--- config.mk ---
export PLATFORM = sky130hd
export DESIGN_NAME = tcss_timer
export DESIGN_NICKNAME = d
export VERILOG_FILES = /design/src/hw/tcss_pkg.sv /design/src/hw/tcss_sync_delay.sv /design/src/hw/tcss_apb_regs.sv /design/src/hw/tcss_timer.sv
export SDC_FILE = /design/constraint.sdc
export NUM_CORES = 1
export LEC_CHECK = 0
export BUFFER_PORTS_ARGS = -buffer_cell sky130_fd_sc_hd__buf_2
export CELL_PAD_IN_SITES_DETAIL_PLACEMENT = 1
export CELL_PAD_IN_SITES_GLOBAL_PLACEMENT = 1
export CORE_ASPECT_RATIO = 0.6
export CORE_MARGIN = 2
export CORE_UTILIZATION = 43
export DETAILED_ROUTE_END_ITERATION = 8
export GPL_TIMING_DRIVEN = 0
export PLACE_DENSITY_LB_ADDON = 0.1
export REMOVE_ABC_BUFFERS = 1
export SYNTH_ARGS = -nofsm -noshare
export SYNTH_HDL_FRONTEND = slang
export SYNTH_SLANG_ARGS = --single-unit
--- constraint.sdc ---
create_clock -name clk -period 3.7 [get_ports clk]
set_input_delay 0.74 -clock clk [delete_from_list [all_inputs] [get_ports clk]]
set_output_delay 0.74 -clock clk [all_outputs]
set_load 0.05 [all_outputs]
--- src/hw/tcss_pkg.sv ---
// Purpose: shared constants for the timer compare / slave sync block
// Assumes: one clock at 250 MHz, APB slave with 32-bit data
// Notes:   offsets are byte addresses of aligned words
package tcss_pkg;
    // ****************************************************************
    // register map
    // ****************************************************************
    localparam logic [7:0] TCSS_CTRL_OFS   = 8'h00; // timer_control_one
    localparam logic [7:0] TCSS_SMC_OFS    = 8'h04; // slave_mode_control
    localparam logic [7:0] TCSS_PERIOD_OFS = 8'h08; // period_value
    localparam logic [7:0] TCSS_CMP_OFS    = 8'h0C; // compare_value
    localparam logic [7:0] TCSS_REP_OFS    = 8'h10; // repetition_count
    localparam logic [7:0] TCSS_CNT_OFS    = 8'h14; // counter_value, read only
    localparam logic [7:0] TCSS_STAT_OFS   = 8'h18; // sticky status, read clears
    localparam logic [7:0] TCSS_MASK_OFS   = 8'h1C; // interrupt mask
    // ****************************************************************
    // control field positions
    // ****************************************************************
    localparam int CTRL_EN_BIT    = 0; // counter enable
    localparam int CTRL_OPM_BIT   = 1; // one_pulse_select
    localparam int CTRL_CMS_BIT   = 2; // center-aligned counting
    localparam int CTRL_TOG_BIT   = 3; // toggle output mode
    localparam int CTRL_CLREN_BIT = 4; // compare clear enable
    localparam int CTRL_AOE_BIT   = 5; // auto_output_enable
    localparam int SMC_MSM_BIT    = 4; // master_slave_sync
    // ****************************************************************
    // status bits
    // ****************************************************************
    localparam int ST_CMP_BIT  = 0; // compare event
    localparam int ST_UPD_BIT  = 1; // update (wrap/valley)
    localparam int ST_TRG_BIT  = 2; // trigger taken
    localparam int ST_BRK_BIT  = 3; // break seen
    localparam int ST_W        = 4;
    // ****************************************************************
    // slave modes and reset values
    // ****************************************************************
    typedef enum logic [3:0] {
        TCSS_SM_OFF      = 4'h0,
        TCSS_SM_RESET    = 4'h4,
        TCSS_SM_GATED    = 4'h5,
        TCSS_SM_TRIGGER  = 4'h6,
        TCSS_SM_RST_TRIG = 4'h8,
        TCSS_SM_GATE_RST = 4'h9
    } tcss_smode_e;
    localparam logic [15:0] TCSS_PERIOD_RST = 16'hFFFF;
    localparam logic [15:0] TCSS_ZERO16     = 16'h0000;
endpackage : tcss_pkg

--- src/hw/tcss_sync_delay.sv ---
// Purpose: optional one-cycle delay of the trigger pulse
// Assumes: trigger is a one-cycle pulse in the clk domain
// Notes:   bypass when sync is cleared gives the lower latency
`timescale 1ns/1ps
module tcss_sync_delay
    import tcss_pkg::*;
(
    input  wire logic clk,      // timer clock
    input  wire logic rst_b,    // sync reset, active low
    input  wire logic sync_en,  // master_slave_sync
    input  wire logic trig_in,  // raw trigger pulse
    output logic      trig_out  // trigger seen by the counter
);
    // ****************************************************************
    // delay stage
    // ****************************************************************
    logic trig_q;      // delayed trigger
    logic next_trig_q; // its next value

    // capture the pulse one cycle late
    always_comb begin
        next_trig_q = trig_in;
    end

    always_ff @(posedge clk) begin
        if (!rst_b) begin
            trig_q <= 1'b0;
        end else begin
            trig_q <= next_trig_q;
        end
    end

    // sync set adds the delay, cleared passes straight through
    assign trig_out = sync_en ? trig_q : trig_in;

    AST_SYNC_DELAY: assert property (@(posedge clk) disable iff (!rst_b)
        sync_en && $past(sync_en) ##0 $past(trig_in) |-> trig_out)
        else $error("delayed trigger not passed");
    AST_SYNC_BYPASS: assert property (@(posedge clk) disable iff (!rst_b)
        !sync_en |-> (trig_out == trig_in))
        else $error("bypass trigger mismatch");
endmodule : tcss_sync_delay

--- src/hw/tcss_apb_regs.sv ---
// Purpose: APB register file with sticky status and mask
// Assumes: zero wait states, read of status clears it
// Notes:   set wins over a clear in the same cycle
`timescale 1ns/1ps
module tcss_apb_regs
    import tcss_pkg::*;
(
    input  wire logic        clk,        // timer clock
    input  wire logic        rst_b,      // sync reset, active low
    input  wire logic        psel,       // apb select
    input  wire logic        penable,    // apb access phase
    input  wire logic        pwrite,     // apb direction
    input  wire logic [7:0]  paddr,      // apb byte address
    input  wire logic [31:0] pwdata,     // apb write data
    output logic [31:0]      prdata,     // apb read data
    output logic             pready,     // apb ready
    output logic             pslverr,    // apb error
    input  wire logic [15:0] cnt_val,    // live counter
    input  wire logic [ST_W-1:0] ev_set, // event pulses
    output logic [7:0]       ctrl,       // timer_control_one
    output logic [7:0]       smc,        // slave_mode_control
    output logic [15:0]      period,     // period_value
    output logic [15:0]      cmp,        // compare_value
    output logic [7:0]       rep,        // repetition_count
    output logic             irq         // level interrupt
);
    // ****************************************************************
    // state
    // ****************************************************************
    logic [ST_W-1:0] stat;     // sticky events
    logic [ST_W-1:0] mask;     // interrupt mask
    logic [ST_W-1:0] next_stat;
    logic [ST_W-1:0] next_mask;
    logic [7:0]      next_ctrl, next_smc, next_rep;
    logic [15:0]     next_period, next_cmp;
    logic            wr, rd, hit;

    assign pready = 1'b1;
    assign wr     = psel && penable && pwrite;
    assign rd     = psel && penable && !pwrite;

    // address decode
    always_comb begin
        hit = 1'b1;
        unique case (paddr)
            TCSS_CTRL_OFS, TCSS_SMC_OFS, TCSS_PERIOD_OFS, TCSS_CMP_OFS,
            TCSS_REP_OFS, TCSS_CNT_OFS, TCSS_STAT_OFS, TCSS_MASK_OFS: hit = 1'b1;
            default: hit = 1'b0;
        endcase
    end
    assign pslverr = psel && penable && !hit;

    // next register values
    always_comb begin
        next_ctrl   = ctrl;
        next_smc    = smc;
        next_period = period;
        next_cmp    = cmp;
        next_rep    = rep;
        next_mask   = mask;
        next_stat   = stat;
        if (rd && paddr == TCSS_STAT_OFS) begin
            next_stat = '0; // read clears
        end
        next_stat = next_stat | ev_set;
        if (wr) begin
            unique case (paddr)
                TCSS_CTRL_OFS:   next_ctrl   = pwdata[7:0];
                TCSS_SMC_OFS:    next_smc    = pwdata[7:0];
                TCSS_PERIOD_OFS: next_period = pwdata[15:0];
                TCSS_CMP_OFS:    next_cmp    = pwdata[15:0];
                TCSS_REP_OFS:    next_rep    = pwdata[7:0];
                TCSS_MASK_OFS:   next_mask   = pwdata[ST_W-1:0];
                default: ;
            endcase
        end
    end

    always_ff @(posedge clk) begin
        if (!rst_b) begin
            ctrl   <= 8'h00;
            smc    <= 8'h00;
            period <= TCSS_PERIOD_RST;
            cmp    <= TCSS_ZERO16;
            rep    <= 8'h00;
            mask   <= '0;
            stat   <= '0;
        end else begin
            ctrl   <= next_ctrl;
            smc    <= next_smc;
            period <= next_period;
            cmp    <= next_cmp;
            rep    <= next_rep;
            mask   <= next_mask;
            stat   <= next_stat;
        end
    end

    // read mux
    always_comb begin
        prdata = 32'h0000_0000;
        unique case (paddr)
            TCSS_CTRL_OFS:   prdata = {24'h00_0000, ctrl};
            TCSS_SMC_OFS:    prdata = {24'h00_0000, smc};
            TCSS_PERIOD_OFS: prdata = {16'h0000, period};
            TCSS_CMP_OFS:    prdata = {16'h0000, cmp};
            TCSS_REP_OFS:    prdata = {24'h00_0000, rep};
            TCSS_CNT_OFS:    prdata = {16'h0000, cnt_val};
            TCSS_STAT_OFS:   prdata = {28'h000_0000, stat};
            TCSS_MASK_OFS:   prdata = {28'h000_0000, mask};
            default:         prdata = 32'h0000_0000;
        endcase
    end

    assign irq = |(stat & mask);

    AST_STAT_SET_WINS: assert property (@(posedge clk) disable iff (!rst_b)
        ev_set[ST_CMP_BIT] |=> stat[ST_CMP_BIT])
        else $error("compare flag lost");
endmodule : tcss_apb_regs

--- src/hw/tcss_timer.sv ---
// Purpose: timer counter with compare, toggle, slave modes, clear, break
// Assumes: all inputs synchronous to clk
// Notes:   compare is evaluated each cycle against the live compare value
//
// The APB slave port and the register offsets were left to the implementer.
`timescale 1ns/1ps
module tcss_timer
    import tcss_pkg::*;
(
    input  wire logic        clk,         // 250 MHz timer clock
    input  wire logic        rst_b,       // sync reset, active low
    input  wire logic        psel,        // apb select
    input  wire logic        penable,     // apb enable
    input  wire logic        pwrite,      // apb direction
    input  wire logic [7:0]  paddr,       // apb address
    input  wire logic [31:0] pwdata,      // apb write data
    output logic [31:0]      prdata,      // apb read data
    output logic             pready,      // apb ready
    output logic             pslverr,     // apb error
    input  wire logic        trig_in,     // external trigger pulse
    input  wire logic        ext_reset,   // external counter reset level/pulse
    input  wire logic        gate_in,     // gating level
    input  wire logic        ocref_clr,   // compare clear input
    input  wire logic        break_input, // break, active high
    output logic             trig_out,    // trigger to slave timers
    output logic             oc_out,      // compare output
    output logic             out_en,      // main output enable
    output logic             irq          // interrupt
);
    // ****************************************************************
    // registers
    // ****************************************************************
    logic [7:0]  ctrl;        // timer_control_one
    logic [7:0]  smc;         // slave_mode_control
    logic [15:0] period;      // period_value
    logic [15:0] cmp;         // compare_value
    logic [7:0]  rep;         // repetition_count
    logic [ST_W-1:0] ev_set;  // event pulses
    logic        trig_eff;    // trigger after sync stage
    tcss_smode_e smode;       // decoded slave mode
    logic [15:0] counter_value; // live count, read back over the bus

    tcss_apb_regs u_regs (
        .clk     (clk),
        .rst_b   (rst_b),
        .psel    (psel),
        .penable (penable),
        .pwrite  (pwrite),
        .paddr   (paddr),
        .pwdata  (pwdata),
        .prdata  (prdata),
        .pready  (pready),
        .pslverr (pslverr),
        .cnt_val (counter_value),
        .ev_set  (ev_set),
        .ctrl    (ctrl),
        .smc     (smc),
        .period  (period),
        .cmp     (cmp),
        .rep     (rep),
        .irq     (irq)
    );

    tcss_sync_delay u_sync (
        .clk      (clk),
        .rst_b    (rst_b),
        .sync_en  (smc[SMC_MSM_BIT]),
        .trig_in  (trig_in),
        .trig_out (trig_eff)
    );

    assign smode = tcss_smode_e'(smc[3:0]);
    // master passes the raw trigger on at once so slaves land aligned
    assign trig_out = trig_in;

    // ****************************************************************
    // counter state
    // ****************************************************************
    logic        dir_down;         // center-aligned direction
    logic        running;          // counter enable state
    logic [7:0]  rep_left;         // remaining repetitions
    logic [15:0] next_counter_value;
    logic        next_dir_down, next_running;
    logic [7:0]  next_rep_left;
    logic        restart, start, gated_ok, upd_ev, at_end;

    // slave controller decode
    always_comb begin
        restart  = 1'b0;
        start    = 1'b0;
        gated_ok = 1'b1;
        unique case (smode)
            TCSS_SM_RESET:    restart = trig_eff || ext_reset;
            TCSS_SM_GATED:    gated_ok = gate_in;
            TCSS_SM_TRIGGER:  start = trig_eff;
            TCSS_SM_RST_TRIG: begin
                restart = trig_eff || ext_reset;
                start   = trig_eff;
            end
            TCSS_SM_GATE_RST: begin
                restart  = ext_reset;
                gated_ok = gate_in;
            end
            default: ;
        endcase
    end

    assign at_end = ctrl[CTRL_CMS_BIT] ? (dir_down && counter_value == TCSS_ZERO16)
                                       : (counter_value == period);

    // counter next state
    always_comb begin
        next_counter_value = counter_value;
        next_dir_down      = dir_down;
        // enable holds a free run, a one-pulse run ends by itself
        next_running       = start || ctrl[CTRL_EN_BIT] || (running && ctrl[CTRL_OPM_BIT]);
        next_rep_left      = rep_left;
        upd_ev             = 1'b0;
        if (restart) begin
            // a trigger at the period value still restarts, but no update event fires
            next_counter_value = TCSS_ZERO16;
            next_dir_down      = 1'b0;
            next_rep_left      = rep;
        end else if (running && gated_ok) begin
            if (!ctrl[CTRL_CMS_BIT]) begin
                // edge aligned wrap
                next_counter_value = (counter_value == period) ? TCSS_ZERO16
                                   : counter_value + 16'h0001;
            end else if (!dir_down) begin
                // center up leg, turn at period
                if (counter_value >= period) begin
                    next_dir_down      = 1'b1;
                    next_counter_value = counter_value - 16'h0001;
                end else begin
                    next_counter_value = counter_value + 16'h0001;
                end
            end else begin
                // center down leg, turn at zero
                if (counter_value == TCSS_ZERO16) begin
                    next_dir_down      = 1'b0;
                    next_counter_value = 16'h0001;
                end else begin
                    next_counter_value = counter_value - 16'h0001;
                end
            end
            if (at_end) begin
                upd_ev        = 1'b1;
                next_rep_left = (rep_left == 8'h00) ? rep : rep_left - 8'h01;
                // one-pulse stops at the end of the run
                if (ctrl[CTRL_OPM_BIT] && rep_left == 8'h00) begin
                    next_running       = start;
                    next_counter_value = TCSS_ZERO16;
                    next_dir_down      = 1'b0;
                end
            end
        end
    end

    always_ff @(posedge clk) begin
        if (!rst_b) begin
            counter_value <= TCSS_ZERO16;
            dir_down      <= 1'b0;
            running       <= 1'b0;
            rep_left      <= 8'h00;
        end else begin
            counter_value <= next_counter_value;
            dir_down      <= next_dir_down;
            running       <= next_running;
            rep_left      <= next_rep_left;
        end
    end

    // ****************************************************************
    // compare and output
    // ****************************************************************
    logic cmp_ev;        // match this cycle, no edge memory used
    logic oc_ref;        // reference output level
    logic clr_latch;     // output held cleared
    logic next_oc_ref, next_clr_latch, next_out_en;

    // every running cycle with a match is an event, even back to back
    assign cmp_ev = running && (counter_value == cmp);

    always_comb begin
        next_oc_ref    = oc_ref;
        next_clr_latch = clr_latch;
        next_out_en    = out_en;
        if (ctrl[CTRL_TOG_BIT]) begin
            if (cmp_ev) next_oc_ref = !oc_ref;
        end else begin
            // pwm: active below compare
            next_oc_ref = (next_counter_value < cmp);
        end
        if (ctrl[CTRL_CLREN_BIT] && ocref_clr) begin
            next_clr_latch = 1'b1;
        end else if (restart || upd_ev) begin
            next_clr_latch = 1'b0;
        end
        if (break_input) begin
            next_out_en = 1'b0;
        end else if (!out_en && ctrl[CTRL_AOE_BIT] && upd_ev) begin
            next_out_en = 1'b1;
        end
    end

    always_ff @(posedge clk) begin
        if (!rst_b) begin
            oc_ref    <= 1'b0;
            clr_latch <= 1'b0;
            out_en    <= 1'b1;
        end else begin
            oc_ref    <= next_oc_ref;
            clr_latch <= next_clr_latch;
            out_en    <= next_out_en;
        end
    end

    assign oc_out = oc_ref && !clr_latch && out_en;
    assign ev_set = {break_input, start, upd_ev, cmp_ev};

    // ****************************************************************
    // checks
    // ****************************************************************
    AST_CMP_EVERY: assert property (@(posedge clk) disable iff (!rst_b)
        running && counter_value == cmp |=> u_regs.stat[ST_CMP_BIT])
        else $error("compare match without event");
    AST_EDGE_WRAP: assert property (@(posedge clk) disable iff (!rst_b)
        running && !restart && gated_ok && !ctrl[CTRL_CMS_BIT]
        && !ctrl[CTRL_OPM_BIT] && counter_value == period |=> counter_value == 16'h0000)
        else $error("edge counter did not wrap");
    AST_TOGGLE: assert property (@(posedge clk) disable iff (!rst_b)
        ctrl[CTRL_TOG_BIT] && cmp_ev |=> oc_ref != $past(oc_ref))
        else $error("toggle missed");
    AST_BACK_TO_BACK: assert property (@(posedge clk) disable iff (!rst_b)
        ctrl[CTRL_TOG_BIT] && cmp_ev ##1 (ctrl[CTRL_TOG_BIT] && cmp_ev)
        |=> oc_ref == $past(oc_ref, 2))
        else $error("two events did not give a pulse");
    AST_CLR_RELEASE: assert property (@(posedge clk) disable iff (!rst_b)
        clr_latch && restart && !(ctrl[CTRL_CLREN_BIT] && ocref_clr) |=> !clr_latch)
        else $error("clear held past timer reset");
    AST_BREAK: assert property (@(posedge clk) disable iff (!rst_b)
        break_input |=> !out_en && !oc_out)
        else $error("break did not clear output");
    AST_RESTART: assert property (@(posedge clk) disable iff (!rst_b)
        restart |=> counter_value == 16'h0000)
        else $error("restart not honoured");
    AST_IRQ: assert property (@(posedge clk) disable iff (!rst_b)
        cmp_ev ##1 u_regs.mask[ST_CMP_BIT] |-> irq)
        else $error("enabled compare gave no interrupt");

    COV_TOGGLE_PULSE: cover property (@(posedge clk) disable iff (!rst_b)
        cmp_ev ##1 cmp_ev);
    COV_CENTER_TURN: cover property (@(posedge clk) disable iff (!rst_b)
        !dir_down ##1 dir_down);
    COV_TRIG_AT_PERIOD: cover property (@(posedge clk) disable iff (!rst_b)
        trig_eff && counter_value == period);
    COV_AOE: cover property (@(posedge clk) disable iff (!rst_b)
        !out_en ##1 out_en);
endmodule : tcss_timer

# After elaboration in Yosys (flattened, before gate mapping)
# Memory sizes are Yosys's and may differ from the RTL's.
# Index checks and enable logic that the tools add are counted.
# totals
memories	1
reg_bits	94
output_inout_bits	38
rom_bits	32
wordCells	123
# classes
reduce_logical	44
bitwise_logic	3
mux	40
order_cmp	2
eq_ne	15
addsub	3
# memory_table
memory	words	word_bits	read_ports	rd_clocked_by_memory_dff	write_ports	line_no	rtl
(no name shown)	32	1	1	0	0	tcss_apb_regs.sv:45	unique case (paddr)
# ops
cell	count
$mux 16	9
$pmux 16 s8	1
$eq 16x16->1	2
$eq 8x5->1 const B	4
$mux 8	4
$mux 1	24
$add 16x1->16 const B	1
$eq 8x4->1 const B	2
$ge 16x16->1	1
$logic_not 16->1	1
$logic_not 8->1	2
$lt 16x16->1	1
$sub 16x1->16 const B	1
$logic_and 1x1->1	15
$reduce_and 2->1	7
$eq 4x3->1 const B	3
$eq 4x4->1 const B	2
$eq 8x3->1 const B	1
$reduce_bool 2->1	4
$reduce_or 2->1	4
$sub 8x1->8 const B	1
$logic_not 1->1	5
$and 4x4->4	1
$logic_or 1x1->1	4
7 further kinds	7

# Longest topological paths before layout
# depth
ltp_word	10
ltp_mapped	19
ltp_nobuf	17

# Modules after synthesis
# A second synthesis with hierarchy kept.
# hier_totals
cells_unflattened	863
area_unflattened_um2	6799.0
# by_module_without_submodules
module	area_each_um2	cells_each	n_inst
tcss_timer	3549.7	489	1
tcss_apb_regs	3208.1	371	1
tcss_sync_delay	41.3	3	1

# Worst setup path after synthesis
# Ideal clock, no wire load.
# synth_timing
path_type	register to register
startpoint	reg counter_value[0]
endpoint	reg oc_ref
stages_incl_launch_ff	20
synth_period_minus_slack_ns	3.364
t_arrival_ns	3.247
path_buffers	2
slack_ns	0.336
cell_sequence	dfxtp_1 -> buf_2 -> inv_1 -> ha_1 -> nand2b_4 -> a2111oi_4 -> o32a_1 -> buf_4 -> nand2_4 -> o41ai_2 -> a21oi_1 -> o32ai_1 -> ha_1 -> a21o_1 -> a21oi_1 -> nor2b_1 -> o21ai_0 -> a21oi_1 -> a211oi_1 -> a32o_1
# synth_via
elab_chain_cells	10
word_cells_on_any_way	21
classes_between	add/sub (2); order compare (2); eq/ne (3); mux (11); reduce/logical (3)
# synth_lines
element	line_no	rtl
start: declaration	tcss_timer.sv:41	logic [15:0] counter_value;
start signal: assignment	tcss_timer.sv:166	counter_value <= next_counter_value;
$add 16x1->16 (tied with other cells)	tcss_timer.sv:128, tcss_timer.sv:135	
$mux 16 (on tied branches)	tcss_timer.sv:131, tcss_timer.sv:139	
$mux 16	tcss_timer.sv:129	end else if (!dir_down) begin
$mux 16	tcss_timer.sv:125	if (!ctrl[CTRL_CMS_BIT]) begin
$mux 16	tcss_timer.sv:150	if (ctrl[CTRL_OPM_BIT] && rep_left == 8'h00) begin
$mux 16 *	tcss_timer.sv:146	if (at_end) begin
$mux 16 *	tcss_timer.sv:124	end else if (running && gated_ok) begin
$mux 16 *	tcss_timer.sv:119	if (restart) begin
net next_counter_value[8]	tcss_timer.sv:82	logic [15:0] next_counter_value;
$lt 16x16->1 *	tcss_timer.sv:192	next_oc_ref = (next_counter_value < cmp);
$mux 1 *	tcss_timer.sv:188	if (ctrl[CTRL_TOG_BIT]) begin
end signal: assignment	tcss_timer.sv:212	oc_ref <= next_oc_ref;
end: declaration	tcss_timer.sv:177	logic oc_ref;
# The timed path passes the listed nets; every way through them passes the cells marked *.
# A chain may end at the register's enable or synchronous reset.

# Final worst setup path
# layout_timing
startpoint	reg u_regs.period[5]
endpoint	reg oc_ref
# layout_via
elab_chain_cells	10
word_cells_on_any_way	13
classes_between	order compare (2); eq/ne (1); mux (10)
# layout_lines
element	line_no	rtl
start: declaration	tcss_apb_regs.sv:22	output logic [15:0] period,
start signal: assignment	tcss_apb_regs.sv:91	period <= next_period;
$ge 16x16->1	tcss_timer.sv:131	if (counter_value >= period) begin
$mux 16	tcss_timer.sv:131	
$mux 16	tcss_timer.sv:129	
$mux 16	tcss_timer.sv:125	
$mux 16	tcss_timer.sv:150	
$mux 16 *	tcss_timer.sv:146	
$mux 16 *	tcss_timer.sv:124	
$mux 16 *	tcss_timer.sv:119	
net next_counter_value[13]	tcss_timer.sv:82	
$lt 16x16->1 *	tcss_timer.sv:192	
$mux 1 *	tcss_timer.sv:188	
# Marked as above.

==> impl_metrics.toml <==
[place]
gp_congestion = 0.898
dp_hpwl_mm = 19.0
io_buffers = 54

[floorplanning]
dieArea_mm2 = 0.0169
pin_count = 88
rows = 35
die_x_um = 166
fp.coreArea_mm2 = 0.0154
die_y_um = 101
start_util_pct = 44.1

[logic_synthesis]
async_flop_share_pct = 0
postSynthCellCount = 894
synthFlopType = "dfxtp_1"
synth_seq_cells = 94
avgSynthCellArea_um2 = 7.60
syn-cell-area_mm2 = 0.00680
yosys_warnings = 0
synth-seq-area-share_pct = 27.7
synth_edf_count = 0
yosysUniqueCellTypes = 82

[pwr]
vdd_drop_max_mv = 0.225
p_per_area_mw_per_mm2 = 261
sw_frac_of_total_pct = 24.7
comb_power_share_pct = 5.9
power_switching_w = 0.000541
p_int_w = 0.00165
p_total_w = 0.00219
clkPwrFrac_pct = 48.2
total_leakage_power_nw = 3.21
sequentialPowerShare_pct = 45.9

[global_route]
grt_pass1_vias = 7191
antenna_found_initial = 0
grt_max_degree = 82
gr-total-overflow = 0
grt_pass1_wl_mm = 41.5
gr-usage-all-layers_pct = 31.5

[timing]
fin_skew_ps = 15.6
slew_headroom_pct = 5.81
fmax_mhz = 267
layout_setup_ws_ps = -42.9
rsz0062_at_grt = "yes"
tns_ps = -42.9
period_minus_slack_ps = 3740
finalCritPeriodShare_pct = 101
worst_pin_slew_ps = 1400
setup_violations = 1
hold_violations = 0
holdWs_ps = 484
slew_violations = 0

[setup_path]
critPathMaxStageDelay_ps = 590
crit_path_cell_trace = "inv_1 -> ha_4 -> and4_4 -> nand3_4 -> o32a_4 -> buf_4 -> a21oi_4 -> a222oi_1 -> or4_4 -> o31ai_4 -> ha_1 -> o211ai_1 -> a21oi_1 -> a211oi_2 -> a32o_1"
critPathTopFamily = "compound AO/OA/AOI/OAI gates"
start_kind = "register"
cp_data_arrival_time_ps = 4030
worst-path-buf-inv = 2
cp.required_ps = 3980
crit_path_end_kind = "register"
worstPathMaxFanout = 5
path_class = "reg2reg"
critPathSlowestCell = "or4_4"

[route]
wire_per_inst_um = 24.1
first_pass_iters = 5
finalWirelength_mm = 28.1
drc = 0
vias = 7379
antenna_left = 0
drt_iter0_drc = 727
vias_per_cell = 6.34

[cts]
htreeDepth = 3
cts_hold_buf = 0
clock-sinks = 94
cts_root_buf = "clkbuf_16"
cts_buffers = 9
cts_tree = "built"
clk_transition_reported_paths_ps = 80
clock_latency_ps = 350
ctsLongestPathBuffers = 2

[min_path]
min_path_type = "reg2reg"

[run_status]
violations = "setup timing"
status = "finished, violations left"

[finish]
nets = 1041
drive_gt1_share_pct = 24.7
num_antenna_cells = 0
fillers = 1872
syn_to_final_growth_pct = 23.5

[run]
drv_cap = 0
## worst min-delay path, cell delays in order (launching register included)
cell and delay, ps:
dfxtp_1 310, nand2_1 50, a21boi_0 70
## final cells by class
type                            instances  area, µm²  share of cell area, %
Timing Repair Buffer                  115        867                   10.3
Clock inverter                          6       92.6                   1.10
Inverter                               39        150                   1.79
Clock buffer                           10        239                   2.85
Sequential cell                        94       1950                   23.2
Tap cell                              203        254                   3.03
Multi-Input combinational cell        697       4840                   57.7
## cell usage in the layout (no fill, tap or decap), drive strengths merged, types with 4 or more instances in the layout
cell    netlist  layout
a21boi       50      50
a21o          7       7
a21oi        45      45
a22o          4       4
a22oi        35      35
a31oi         8       8
and2         19      19
and3          6       6
and4          7       7
buf          40     114
clkbuf       40      11
conb          2      17
dfxtp        94      94
ha           35      35
inv          39      39
mux2i         5       5
nand2       151     151
nand2b        5       5
nand3        50      50
nand3b        5       5
nand4        17      17
nor2         53      53
nor2b         6       6
nor3         21      21
nor4         11      11
o211ai       21      21
o21a          5       5
o21ai        31      31
or3           7       7
or4           4       4
xnor2        15      15
xor2          7       7
## power groups by stage
stage | registers [W] | logic, W | clock network (W)
after floorplan | 0.00104 | 0.0000641 | 0
after global placement | 0.00104 | 0.000120 | 0
after detailed placement | 0.00104 | 0.000123 | 0
after CTS | 0.00101 | 0.000126 | 0.00106
after global routing | 0.00100 | 0.000135 | 0.00110
final | 0.00100 | 0.000129 | 0.00106
## stage by stage
stage / cell area (µm²) / utilization, % / worst slack, ps / instances
after CTS: 7570 / 49.1 / -116 / 1113
after floorplan: 6430 / - / -48.0 / 829
after global placement: 6960 / 45.1 / -1790 / 1086
final: 8390 / 54.4 / -42.9 / 1164
after global routing: 8390 / 54.4 / -135 / 1164
after detailed placement: 6990 / 45.3 / -1210 / 1088
## per-layer routing
layer  part of all wire (%)  GRT usage, %
met3                    8.4          5.71
met1                     48          47.1
met5                      0             0
met2                     43          47.8
met4                    1.2          5.84
## cells in the mapped netlist (all sizes together) (4+ instances only)
cell	number	area, µm²
clkbuf	40	151
nand3b	5	37.5
nor2	53	206
dfxtp	94	1880
a21o	7	52.6
or3	7	43.8
buf	40	269
o21a	5	37.5
nor2b	6	37.5
xnor2	15	139
or4	4	30.0
and3	6	37.5
xor2	7	61.3
o21ai	31	159
o211ai	21	158
nand4	17	106
a22oi	35	263
a21boi	50	375
a21oi	45	236
inv	39	146
and2	19	121
a22o	4	35.0
nand2b	5	38.8
and4	7	68.8
nand3	50	255
nor4	11	75.1
ha	35	438
nand2	151	574
nor3	21	145
mux2i	5	50.1
a31oi	8	50.1
## sequential cells by signal, summed over array words and instances (netlist names)
register and count:
u_regs.cmp 16, oc_ref 1, running 1, u_regs.period 16
u_regs.mask 4, u_regs.stat 4, u_sync.trig_q 1, counter_value 16
u_regs.ctrl 8, u_regs.rep 8, out_en 1, u_regs.smc 8
clr_latch 1, rep_left 8, dir_down 1
## repair_timing
action                                  CTS  global route
pin swaps                                 5            41
cloned                                    1             0
resized for setup                        47            69
setup buffers                             8            51
endpoints found under the setup margin   18            11
## cell families (layout without fill, tap and decap cells)
kind of cell	count (synthesis)	count (layout)	synth area share [%]
DFF	94	94	27.7
and+or+nand+nor	370	370	27.2
other	2	17	0.110
buffers and inverters	119	170	8.34
AOI/OAI and AO/OA	247	248	26.5
adders and majority gates	35	35	6.44
muxes	5	5	0.736
xor gates and xnor gates	22	22	2.95
## path summary, 6_finish.rpt
check	from	endpoint	slack, ps	cells past startpoint
setup reg to reg	u_regs.period[5]	oc_ref	-40	15
hold reg to reg	u_regs.ctrl[7]	u_regs.ctrl[7]	480	2
hold / removal	u_regs.ctrl[7]	u_regs.ctrl[7]	480	2
setup / recovery	u_regs.period[5]	oc_ref	-40	15
(Power assumes the default switching activity.)
